`config.mk`:
```
export PLATFORM = sky130hd
export DESIGN_NAME = eau_address_unit
export DESIGN_NICKNAME = d
export VERILOG_FILES = /design/src/rtl/eau_pkg.sv /design/src/rtl/eau_fields_if.sv /design/src/rtl/eau_field_decoder.sv /design/src/rtl/eau_adder.sv /design/src/rtl/eau_address_unit.sv
export SDC_FILE = /design/constraint.sdc
export NUM_CORES = 2
export LEC_CHECK = 0
export ABC_CLOCK_PERIOD_IN_PS = 33000
export CORE_UTILIZATION = 51
export DETAILED_ROUTE_END_ITERATION = 12
export DONT_BUFFER_PORTS = 1
export GPL_TIMING_DRIVEN = 0
export PLACE_DENSITY = 0.66
export SYNTH_ARGS = -nofsm -noshare
export SYNTH_HDL_FRONTEND = slang
export SYNTH_SLANG_ARGS = --single-unit
```
`constraint.sdc`:
```
create_clock -name core_clk -period 33 [get_ports core_clk]
set_input_delay 6.6 -clock core_clk [delete_from_list [all_inputs] [get_ports core_clk]]
set_output_delay 6.6 -clock core_clk [all_outputs]
set_load 0.01 [all_outputs]
```
`src/rtl/eau_pkg.sv`:
```
// Purpose: Shared constants and types for the effective address unit.
// Assumes: 16-bit instruction words, 32-bit registers and addresses, sixteen general registers.
// Notes:   Field positions, step sizes, masks and reset values live here only.
package eau_pkg;

   // Widths of the datapath and of the instruction fields.
   localparam int unsigned DATA_W  = 32;
   localparam int unsigned INSTR_W = 16;
   localparam int unsigned REG_N   = 16;
   localparam int unsigned IDX_W   = 4;

   // Bit positions of the instruction fields.
   localparam int unsigned OPC_HI  = 15;
   localparam int unsigned OPC_LO  = 12;
   localparam int unsigned NFLD_HI = 11;
   localparam int unsigned NFLD_LO = 8;
   localparam int unsigned MFLD_HI = 7;
   localparam int unsigned MFLD_LO = 4;
   localparam int unsigned IMM_HI  = 7;
   localparam int unsigned D12_HI  = 11;

   // Address arithmetic constants.
   localparam logic [31:0] PC_LONG_MASK = 32'hFFFF_FFFC;
   localparam logic [31:0] STEP_BYTE    = 32'h0000_0001;
   localparam logic [31:0] STEP_WORD    = 32'h0000_0002;
   localparam logic [31:0] STEP_LONG    = 32'h0000_0004;

   // Values after reset.
   localparam logic [31:0] RESET_WORD  = 32'h0000_0000;
   localparam logic [3:0]  RESET_INDEX = 4'h0;

   // Operand encoding of the instruction word, chosen by the opcode decoder upstream.
   typedef enum logic [2:0] {
      FMT_ZERO = 3'h0,
      FMT_DEST = 3'h1,
      FMT_SRC  = 3'h2,
      FMT_NM   = 3'h3,
      FMT_MAC  = 3'h4,
      FMT_NI   = 3'h5,
      FMT_NONE = 3'h6
   } eau_format_e;

   // Addressing and immediate modes.
   typedef enum logic [3:0] {
      MODE_REG_DIRECT = 4'h0,
      MODE_INDIRECT   = 4'h1,
      MODE_POST_INC   = 4'h2,
      MODE_PRE_DEC    = 4'h3,
      MODE_PC_DISP    = 4'h4,
      MODE_BRANCH8    = 4'h5,
      MODE_BRANCH12   = 4'h6,
      MODE_PC_REG     = 4'h7,
      MODE_IMM_ZERO   = 4'h8,
      MODE_IMM_SIGN   = 4'h9,
      MODE_TRAP       = 4'hA
   } eau_mode_e;

   typedef enum logic [1:0] {
      SIZE_BYTE = 2'h0,
      SIZE_WORD = 2'h1,
      SIZE_LONG = 2'h2
   } eau_size_e;

   // Which decoded register is the address base.
   typedef enum logic [1:0] {
      BASE_SRC  = 2'h0,
      BASE_DEST = 2'h1,
      BASE_SRC2 = 2'h2
   } eau_base_e;

endpackage

```
`src/rtl/eau_fields_if.sv`:
```
// Purpose: Carries the raw instruction word to the field decoder and the fields back.
// Assumes: Purely combinational traffic within one clock domain.
// Notes:   The dec modport belongs to the field decoder, unit to the address unit.
`timescale 1ns/1ps
`default_nettype none
interface eau_fields_if;
   import eau_pkg::*;
   logic [15:0] instrWord;
   eau_format_e format;
   logic [3:0]  opcode;
   logic [3:0]  srcIndex;
   logic [3:0]  destIndex;
   logic [3:0]  src2Index;
   logic        srcValid;
   logic        destValid;
   logic        src2Valid;
   logic [7:0]  imm8;
   logic [11:0] disp12;

   modport dec (input instrWord, format, output opcode, srcIndex, destIndex, src2Index,
                srcValid, destValid, src2Valid, imm8, disp12);
   modport unit (output instrWord, format, input opcode, srcIndex, destIndex, src2Index,
                srcValid, destValid, src2Valid, imm8, disp12);
endinterface
`default_nettype wire

```
`src/rtl/eau_field_decoder.sv`:
```
// Purpose: Splits an instruction word into opcode, register, immediate and displacement fields.
// Assumes: The format input is valid whenever the word is.
// Notes:   Purely combinational; the caller registers whatever it keeps.
`timescale 1ns/1ps
`default_nettype none
module eau_field_decoder
   import eau_pkg::*;
(
   eau_fields_if.dec fb
);

   // Raw fields; the same bits mean different things depending on the format.
   wire [3:0] nField = fb.instrWord[NFLD_HI:NFLD_LO];
   wire [3:0] mField = fb.instrWord[MFLD_HI:MFLD_LO];

   // Opcode and the immediate and displacement fields are position-fixed.
   assign fb.opcode = fb.instrWord[OPC_HI:OPC_LO];
   assign fb.imm8   = fb.instrWord[IMM_HI:0];
   assign fb.disp12 = fb.instrWord[D12_HI:0];

   // Destination is bits 11..8 in the destination, two-register and immediate formats.
   assign fb.destValid = (fb.format == FMT_DEST) || (fb.format == FMT_NM) ||
                         (fb.format == FMT_NI);
   assign fb.destIndex = nField;

   // In the source format the source sits in bits 11..8, otherwise in bits 7..4.
   assign fb.srcValid = (fb.format == FMT_SRC) || (fb.format == FMT_NM) ||
                        (fb.format == FMT_MAC);
   assign fb.srcIndex = (fb.format == FMT_SRC) ? nField : mField;

   // Multiply-accumulate reads bits 11..8 as a second source, never as a destination.
   assign fb.src2Valid = (fb.format == FMT_MAC);
   assign fb.src2Index = nField;

endmodule
`default_nettype wire

```
`src/rtl/eau_adder.sv`:
```
// Purpose: Plain modular adder used for every address sum in the unit.
// Assumes: Both operands have the same width.
// Notes:   The carry out is dropped on purpose so sums wrap silently.
`timescale 1ns/1ps
`default_nettype none
module eau_adder #(
   parameter int unsigned WIDTH = 32
) (
   input  wire logic [WIDTH-1:0] addendA,
   input  wire logic [WIDTH-1:0] addendB,
   output logic      [WIDTH-1:0] sum
);

   // Wrap modulo two to the width; no overflow flag exists by design.
   assign sum = addendA + addendB;

endmodule
`default_nettype wire

```
`src/rtl/eau_address_unit.sv`:
```
// Purpose: Field decode and effective address calculation for the execution stage.
// Assumes: Mode, size, format and base select come from the opcode decoder on core_clk.
// Notes:   One instruction per clock; results appear on the edge after instrValid.
//
// Overview of operation
// - Register direct: operand is the selected register, no address is formed.
// - Register indirect: address is the register contents, register unchanged.
// - Post-increment: address is old value; register then grows by 1, 2 or 4.
// - Pre-decrement: register drops by 1, 2 or 4 first; that value is the address.
// - PC displacement: the 8-bit displacement is zero-extended, then added to PC.
// - PC displacement is scaled by one, two or four for byte, word, longword.
// - Longword PC displacement clears the two low PC bits before adding.
// - Short branch: 8-bit field sign-extended, doubled, added to PC.
// - Long branch: 12-bit field sign-extended, doubled, added to PC.
// - Register-offset branch target is PC plus the selected register.
// - Bit-test and logic immediates are zero-extended.
// - Move, add and compare-equal immediates are sign-extended to 32 bits.
// - Software trap immediate is zero-extended and times four as vector offset.
// - Word splits into opcode, registers, immediate, displacement; opcode gives meaning.
// - Destination format: bits 11..8 pick the destination register.
// - Source format: bits 11..8 pick the source register.
// - Multiply-accumulate treats the destination field as a second source.
`timescale 1ns/1ps
`default_nettype none
module eau_address_unit
   import eau_pkg::*;
(
   input  wire logic        core_clk,
   input  wire logic        reset_n,
   input  wire logic        instrValid,
   input  wire logic [15:0] instrWord,
   input  wire eau_format_e instrFormat,
   input  wire eau_mode_e   addrMode,
   input  wire eau_size_e   accessSize,
   input  wire eau_base_e   baseSel,
   input  wire logic [31:0] pcValue,
   input  wire logic        regWrEn,
   input  wire logic [3:0]  regWrIndex,
   input  wire logic [31:0] regWrData,
   output logic             resultValid,
   output logic [3:0]       opcode,
   output logic [3:0]       srcIndex,
   output logic             srcValid,
   output logic [3:0]       destIndex,
   output logic             destValid,
   output logic [3:0]       src2Index,
   output logic             src2Valid,
   output logic             addrValid,
   output logic             targetValid,
   output logic [31:0]      effAddr,
   output logic [31:0]      operand,
   output logic [31:0]      operand2,
   output logic             updValid,
   output logic [3:0]       updIndex,
   output logic [31:0]      updValue
);

   logic        rstMeta;
   logic        rstSync;
   logic [31:0] regFile [REG_N];

   // Reset is released through two flops so every flop leaves reset on the same edge.
   always_ff @(posedge core_clk or negedge reset_n) begin
      if (!reset_n) begin
         rstMeta <= 1'b0;
         rstSync <= 1'b0;
      end else begin
         rstMeta <= 1'b1;
         rstSync <= rstMeta;
      end
   end

   // Field decoding runs in its own module over the field carrier.
   eau_fields_if fieldsBus ();
   assign fieldsBus.instrWord = instrWord;
   assign fieldsBus.format    = instrFormat;

   eau_field_decoder u_decoder (
      .fb (fieldsBus)
   );

   // Base register selection and the register file read ports.
   wire [3:0]  baseIndex = (baseSel == BASE_DEST) ? fieldsBus.destIndex :
                           (baseSel == BASE_SRC2) ? fieldsBus.src2Index : fieldsBus.srcIndex;
   wire [31:0] baseValue = regFile[baseIndex];
   wire [31:0] src2Value = regFile[fieldsBus.src2Index];

   // Access size to step; an unused size code falls back to the byte step.
   wire [31:0] stepSize = (accessSize == SIZE_LONG) ? STEP_LONG :
                          (accessSize == SIZE_WORD) ? STEP_WORD : STEP_BYTE;
   wire [31:0] stepNeg  = 32'h0 - stepSize;

   // Zero-extended displacement, scaled by the access size.
   wire [31:0] dispZero = {24'h0, fieldsBus.imm8};
   wire [31:0] dispScaled = (accessSize == SIZE_LONG) ? {dispZero[29:0], 2'h0} :
                            (accessSize == SIZE_WORD) ? {dispZero[30:0], 1'h0} : dispZero;
   wire        isPcLong = (addrMode == MODE_PC_DISP) && (accessSize == SIZE_LONG);
   wire [31:0] pcBase   = isPcLong ? (pcValue & PC_LONG_MASK) : pcValue;

   // Branch displacements are sign-extended and doubled.
   wire [31:0] br8Offset  = {{23{fieldsBus.imm8[7]}}, fieldsBus.imm8, 1'h0};
   wire [31:0] br12Offset = {{19{fieldsBus.disp12[11]}}, fieldsBus.disp12, 1'h0};

   // Immediate extensions for the three immediate families.
   wire [31:0] immZero = {24'h0, fieldsBus.imm8};
   wire [31:0] immSign = {{24{fieldsBus.imm8[7]}}, fieldsBus.imm8};
   wire [31:0] immTrap = {22'h0, fieldsBus.imm8, 2'h0};

   // Operand selection for the main adder.
   wire isPcMode = (addrMode == MODE_PC_DISP) || (addrMode == MODE_BRANCH8) ||
                   (addrMode == MODE_BRANCH12) || (addrMode == MODE_PC_REG);
   wire [31:0] pcOffset = (addrMode == MODE_BRANCH8)  ? br8Offset  :
                          (addrMode == MODE_BRANCH12) ? br12Offset :
                          (addrMode == MODE_PC_REG)   ? baseValue  : dispScaled;
   wire [31:0] pcSum;
   wire [31:0] stepSum;

   // One adder forms PC-relative sums, the other the stepped register value.
   eau_adder #(.WIDTH(DATA_W)) u_pc_adder (
      .addendA (pcBase),
      .addendB (pcOffset),
      .sum     (pcSum)
   );

   eau_adder #(.WIDTH(DATA_W)) u_step_adder (
      .addendA (baseValue),
      .addendB ((addrMode == MODE_PRE_DEC) ? stepNeg : stepSize),
      .sum     (stepSum)
   );

   // Next result values. Pre-decrement uses the reduced value as address.
   wire isRegMem = (addrMode == MODE_INDIRECT) || (addrMode == MODE_POST_INC) ||
                   (addrMode == MODE_PRE_DEC);
   wire next_addrValid   = instrValid && (isRegMem || (addrMode == MODE_PC_DISP));
   wire next_targetValid = instrValid && isPcMode && (addrMode != MODE_PC_DISP);
   wire next_updValid    = instrValid && ((addrMode == MODE_POST_INC) ||
                                          (addrMode == MODE_PRE_DEC));
   wire [31:0] next_effAddr = (addrMode == MODE_PRE_DEC) ? stepSum :
                              isPcMode ? pcSum :
                              isRegMem ? baseValue : RESET_WORD;
   wire [31:0] next_operand = (addrMode == MODE_IMM_ZERO) ? immZero :
                              (addrMode == MODE_IMM_SIGN) ? immSign :
                              (addrMode == MODE_TRAP)     ? immTrap :
                              (addrMode == MODE_REG_DIRECT) ? baseValue : RESET_WORD;

   // Registered outputs; field outputs follow every word, valid or not.
   always_ff @(posedge core_clk or negedge rstSync) begin
      if (!rstSync) begin
         resultValid <= 1'b0;
         opcode      <= RESET_INDEX;
         srcIndex    <= RESET_INDEX;
         srcValid    <= 1'b0;
         destIndex   <= RESET_INDEX;
         destValid   <= 1'b0;
         src2Index   <= RESET_INDEX;
         src2Valid   <= 1'b0;
         addrValid   <= 1'b0;
         targetValid <= 1'b0;
         effAddr     <= RESET_WORD;
         operand     <= RESET_WORD;
         operand2    <= RESET_WORD;
         updValid    <= 1'b0;
         updIndex    <= RESET_INDEX;
         updValue    <= RESET_WORD;
      end else begin
         resultValid <= instrValid;
         opcode      <= fieldsBus.opcode;
         srcIndex    <= fieldsBus.srcIndex;
         srcValid    <= instrValid && fieldsBus.srcValid;
         destIndex   <= fieldsBus.destIndex;
         destValid   <= instrValid && fieldsBus.destValid;
         src2Index   <= fieldsBus.src2Index;
         src2Valid   <= instrValid && fieldsBus.src2Valid;
         addrValid   <= next_addrValid;
         targetValid <= next_targetValid;
         effAddr     <= next_effAddr;
         operand     <= next_operand;
         operand2    <= fieldsBus.src2Valid ? src2Value : RESET_WORD;
         updValid    <= next_updValid;
         updIndex    <= baseIndex;
         updValue    <= stepSum;
      end
   end

   // Register file; a step write beats an outside write, since the step used the old value.
   always_ff @(posedge core_clk or negedge rstSync) begin
      if (!rstSync) begin
         for (int i = 0; i < REG_N; i++) begin
            regFile[i] <= RESET_WORD;
         end
      end else begin
         if (regWrEn) begin
            regFile[regWrIndex] <= regWrData;
         end
         if (next_updValid) begin
            regFile[baseIndex] <= stepSum;
         end
      end
   end
endmodule
`default_nettype wire

```
==> summary.txt <==
Run status
  • Run status: finished with violations
  • Failing checks: capacitance limit, slew limit

Global route
  • Via count of the first global-routing pass: between 30000 and 40000
  • Pin count of the biggest net entering global routing: 75
  • Wire length of the first global-routing pass: between 200000 and 250000 um
  • Busiest grt layer: met2
  • Total Routing Usage GR: 43.4%
  • Met3 usage: a little under a fifth
  • Global routing usage on met1: between 50% and 60%
  • Met2 GRT Util: between 60 and 70%
  • Final global-route overflow total: 0
  • Initial antenna violation count: 4

Setup path
  • Endpoint required time on the critical path: around 33 ns
  • Largest fanout on the critical path: 10
  • Element type at the critical path start: input port
  • R2r worst-path depth: 16
  • Combined buffer and inverter count along the critical path: 5
  • Crit-path max cell delay: ~1.1 ns
  • Cell with the most instances on the worst path: sky130_fd_sc_hd__clkbuf_1
  • Crit-path leading delay family: compound AO/OA/AOI/OAI gates
  • Critical path data arrival time: around 15 ns
  • Critical path class: input port to flip-flop
  • FF-to-FF Start: regFile[42]$_DFF_PN0_
  • Slack of the worst reg-to-reg path: ~27 ns
  • Slowest cell on the critical path: sky130_fd_sc_hd__xor2_1
  • End of the worst register-to-register path: effAddr[21]$_DFF_PN0_
  • Critical-path cell list: clkbuf_1 -> inv_1 -> a31oi_1 -> clkbuf_1 -> o22ai_1 -> nor2_1 -> ha_1 -> clkbuf_1 -> a21oi_1 -> o21ai_0 -> a311oi_1 -> o21ai_1 -> nor2_1 -> o21ai_1 -> a21o_1 -> a21oi_1 -> xor2_1 -> clkbuf_1 -> a21oi_1
  • CP endpoint kind: flip-flop

Pwr
  • Cell leakage power: between 15 and 20 nW
  • Peak ir drop on the vdd network: between 0.03 and 0.04 mV
  • Sum of internal, switching and leakage power: 3.16 mW
  • Total power per unit cell area: between 70 and 80 mW/mm^2

Clock network
  • Root Buffer Master: sky130_fd_sc_hd__clkbuf_16
  • Number of levels in the clock H-tree: 3
  • Clock Latency Late Sink: about 0.66 ns
  • Count of buffers added by post-CTS timing repair for setup: 0
  • TritonCTS Sinks: 665
  • CTS tree: built
  • Deepest clock path buffer count: 3
  • Clk slew on worst S/H paths: about 0.060 ns
  • Number of CTS-inserted buffers: 77
  • Hold buffer count at CTS: 0
  • Gates resized, CTS repair: 0

Final layout
  • Count of nets after finishing: between 4000 and 5000
  • Layout cells sized above 1: 15.4%
  • Area growth, synth to finish: 10.7%
  • Most frequent cells in the layout: 664 x sky130_fd_sc_hd__dfrtp_1, 401 x sky130_fd_sc_hd__nor2_1, 396 x sky130_fd_sc_hd__mux2i_1
  • Most common cell after layout, fill and taps aside: sky130_fd_sc_hd__dfrtp_1

Die
  • Top Ports: approximately 250
  • Total Die Area: roughly 0.081 mm^2
  • # rows: 103
  • Chip Height: between 200 and 300 um
  • Starting utilization of the core area: about half
  • Area of the core: 0.0789 mm^2
  • Width of the chip: approximately 280 um

STA
  • Final period util: a little over two fifths
  • Achievable Freq: about 70 MHz
  • Minimum clock period after layout: 14.29 ns
  • Clock skew: 0.0372 ns
  • Final-report hold violation count: 0
  • Number of setup violations in the final report: 0
  • Pin slew with the least headroom to its limit: between 1.5 and 2 ns
  • Unrepaired setup endpoints after global routing: false
  • Worst slew slack as a fraction of its limit: -6.07%
  • Sum Neg Setup Slack: 0 ns
  • Max Slew Vio Count: 55
  • Fin worst setup slack: ~19 ns

Yosys
  • Synth cell types: 77
  • Count of warnings emitted by yosys: 0
  • Largest area contributor in the synthesized netlist: sky130_fd_sc_hd__dfrtp_1
  • Average size of a mapped cell: 10.6 um^2
  • Sequential area share after synthesis: 41.0%
  • Syn nets: 4016
  • Dominant cells by area after synthesis: sky130_fd_sc_hd__dfrtp_1 41%, sky130_fd_sc_hd__mux4_2 16%, sky130_fd_sc_hd__mux2i_1 9.8%
  • Number of enable flip-flop cells after synthesis: 0
  • Synthesized netlist cell count: approximately 3800
  • Most frequently used flop master after synthesis: sky130_fd_sc_hd__dfrtp_1
  • Synthesized flop and latch total: 665
  • Synth Cell Area: ~0.041 mm^2
  • Share of the synthesized area in the top cell type: between 40% and 50%
  • Share of synthesized registers carrying an async set or reset: 100%

Route
  • First-pass iteration count of the detailed router: 9
  • Remaining routing DRC violations: 0
  • Final wirelength: approximately 180000 um
  • Initial detailed-routing violation count: about 6000
  • DR WL/cell: about 35 um
  • Antenna viol nets, final: 0
  • Total vias in the final route: around 36000
  • Ratio of routed vias to standard cells: a little over 7

Placement
  • # port buffers: 0
  • Post-placement worst setup slack: about 19 ns
  • Last weighted congestion value of the routability-driven placer: 0.985
  • HPWL reported at the end of detailed placement: roughly 120000 um

Worst hold path
  • Worst min-delay path class: flip-flop to asynchronous set/reset pin

Run
  • Reported max-cap violation count: 7
worst max path at each step:
stage / to / slack, ns / depth (start not counted) / from
3_3_place_gp: effAddr[5]$_DFF_PN0_ / 4.58 / 0 / rstSync$_DFF_PN0_
4_1_cts: effAddr[21]$_DFF_PN0_ / 19.23 / 19 / instrWord[10]
5_1_grt: effAddr[21]$_DFF_PN0_ / 18.80 / 18 / instrFormat[0]
2_1_floorplan: addrValid$_DFF_PN0_ / 13.09 / 0 / rstSync$_DFF_PN0_
6_report: effAddr[21]$_DFF_PN0_ / 18.71 / 19 / instrWord[10]
3_5_place_dp: effAddr[21]$_DFF_PN0_ / 18.61 / 19 / instrWord[10]
flip-flops by register name, summed over array words and instances, names as in the netlist:
name and cells:
updIndex 4, rstMeta 1, regFile 512, destValid 1, addrValid 1, srcIndex 4
effAddr 32, updValue 32, rstSync 1, src2Index 4, resultValid 1, src2Valid 1
srcValid 1, targetValid 1, updValid 1, opcode 4, operand 32, operand2 32
cells by family (layout without fill, tap and decap cells):
group | Yosys count | in the layout | synth area share [%]
compound gates | 946 | 946 | 13.5
xor+xnor | 57 | 57 | 1.37
fa+ha+maj | 68 | 68 | 2.13
buf+inv | 413 | 565 | 4.07
flops | 665 | 665 | 41.0
mux | 787 | 787 | 28.4
other cells | 1 | 6 | 0.00923
simple gates | 912 | 912 | 9.61
power by group:
| part | total (mW) | switching (mW) | internal, mW |
|---|---|---|---|
| Clock | 0.909 | 0.380 | 0.530 |
| Combinational | 1.04 | 0.603 | 0.435 |
| Sequential | 1.22 | 0.183 | 1.03 |
| Total | 3.16 | 1.17 | 2.00 |
cell type report:
| class | instances | area (um^2) |
|---|---|---|
| fill | 6926 | 33900 |
| multi-input combinational | 2771 | 22300 |
| sequential | 665 | 16600 |
| clock buffer | 107 | 2270 |
| buffer | 367 | 1490 |
| tap | 1050 | 1310 |
| clock inverter | 30 | 353 |
| timing repair buffer | 15 | 345 |
| inverter | 46 | 173 |
| antenna | 5 | 12.5 |
stage by stage:
stage	cells	util, %	cell area (um^2)	hold slack (ns)
6_report	5056	57.0	44900	0.335
2_1_floorplan	3849	-	40600	0.331
5_1_grt	5051	57.0	44900	0.353
3_3_place_gp	4899	53.2	41900	0.335
4_1_cts	5049	56.9	44900	0.352
3_5_place_dp	4912	53.6	42300	0.339
metal layers:
metal / share of wire, % / wire [um]
met4: 7.4 / 13000
met1: 35 / 61400
met3: 16 / 27900
met2: 42 / 74200
met5: 0.076 / 134
cell usage after synthesis (5+ instances only):
cell and n:
sky130_fd_sc_hd__nand3_1 21, sky130_fd_sc_hd__o21a_1 21, sky130_fd_sc_hd__nand2b_1 29, sky130_fd_sc_hd__buf_2 35, sky130_fd_sc_hd__nor2b_1 63, sky130_fd_sc_hd__a21oi_1 361, sky130_fd_sc_hd__a22o_1 5, sky130_fd_sc_hd__o21ai_0 282
sky130_fd_sc_hd__a21o_1 34, sky130_fd_sc_hd__a22oi_1 16, sky130_fd_sc_hd__a211oi_1 40, sky130_fd_sc_hd__mux4_2 280, sky130_fd_sc_hd__a31oi_1 16, sky130_fd_sc_hd__nor2_1 401, sky130_fd_sc_hd__o211ai_1 7, sky130_fd_sc_hd__o21ai_1 12
sky130_fd_sc_hd__nand2_1 320, sky130_fd_sc_hd__nor3_1 11, sky130_fd_sc_hd__mux2i_1 396, sky130_fd_sc_hd__or3_1 6, sky130_fd_sc_hd__xor2_1 20, sky130_fd_sc_hd__nand3b_1 5, sky130_fd_sc_hd__buf_4 12, sky130_fd_sc_hd__clkbuf_1 294
sky130_fd_sc_hd__dfrtp_1 665, sky130_fd_sc_hd__inv_1 42, sky130_fd_sc_hd__o21bai_1 12, sky130_fd_sc_hd__or2_2 9, sky130_fd_sc_hd__mux2_2 110, sky130_fd_sc_hd__and3_1 13, sky130_fd_sc_hd__nand4_1 9, sky130_fd_sc_hd__nor3b_1 8
sky130_fd_sc_hd__o22ai_1 69, sky130_fd_sc_hd__a221oi_1 25, sky130_fd_sc_hd__a222oi_1 6, sky130_fd_sc_hd__ha_1 66, sky130_fd_sc_hd__xnor2_1 31, sky130_fd_sc_hd__buf_1 24, sky130_fd_sc_hd__nor4_1 5
Power figures use the tool's default switching activity.
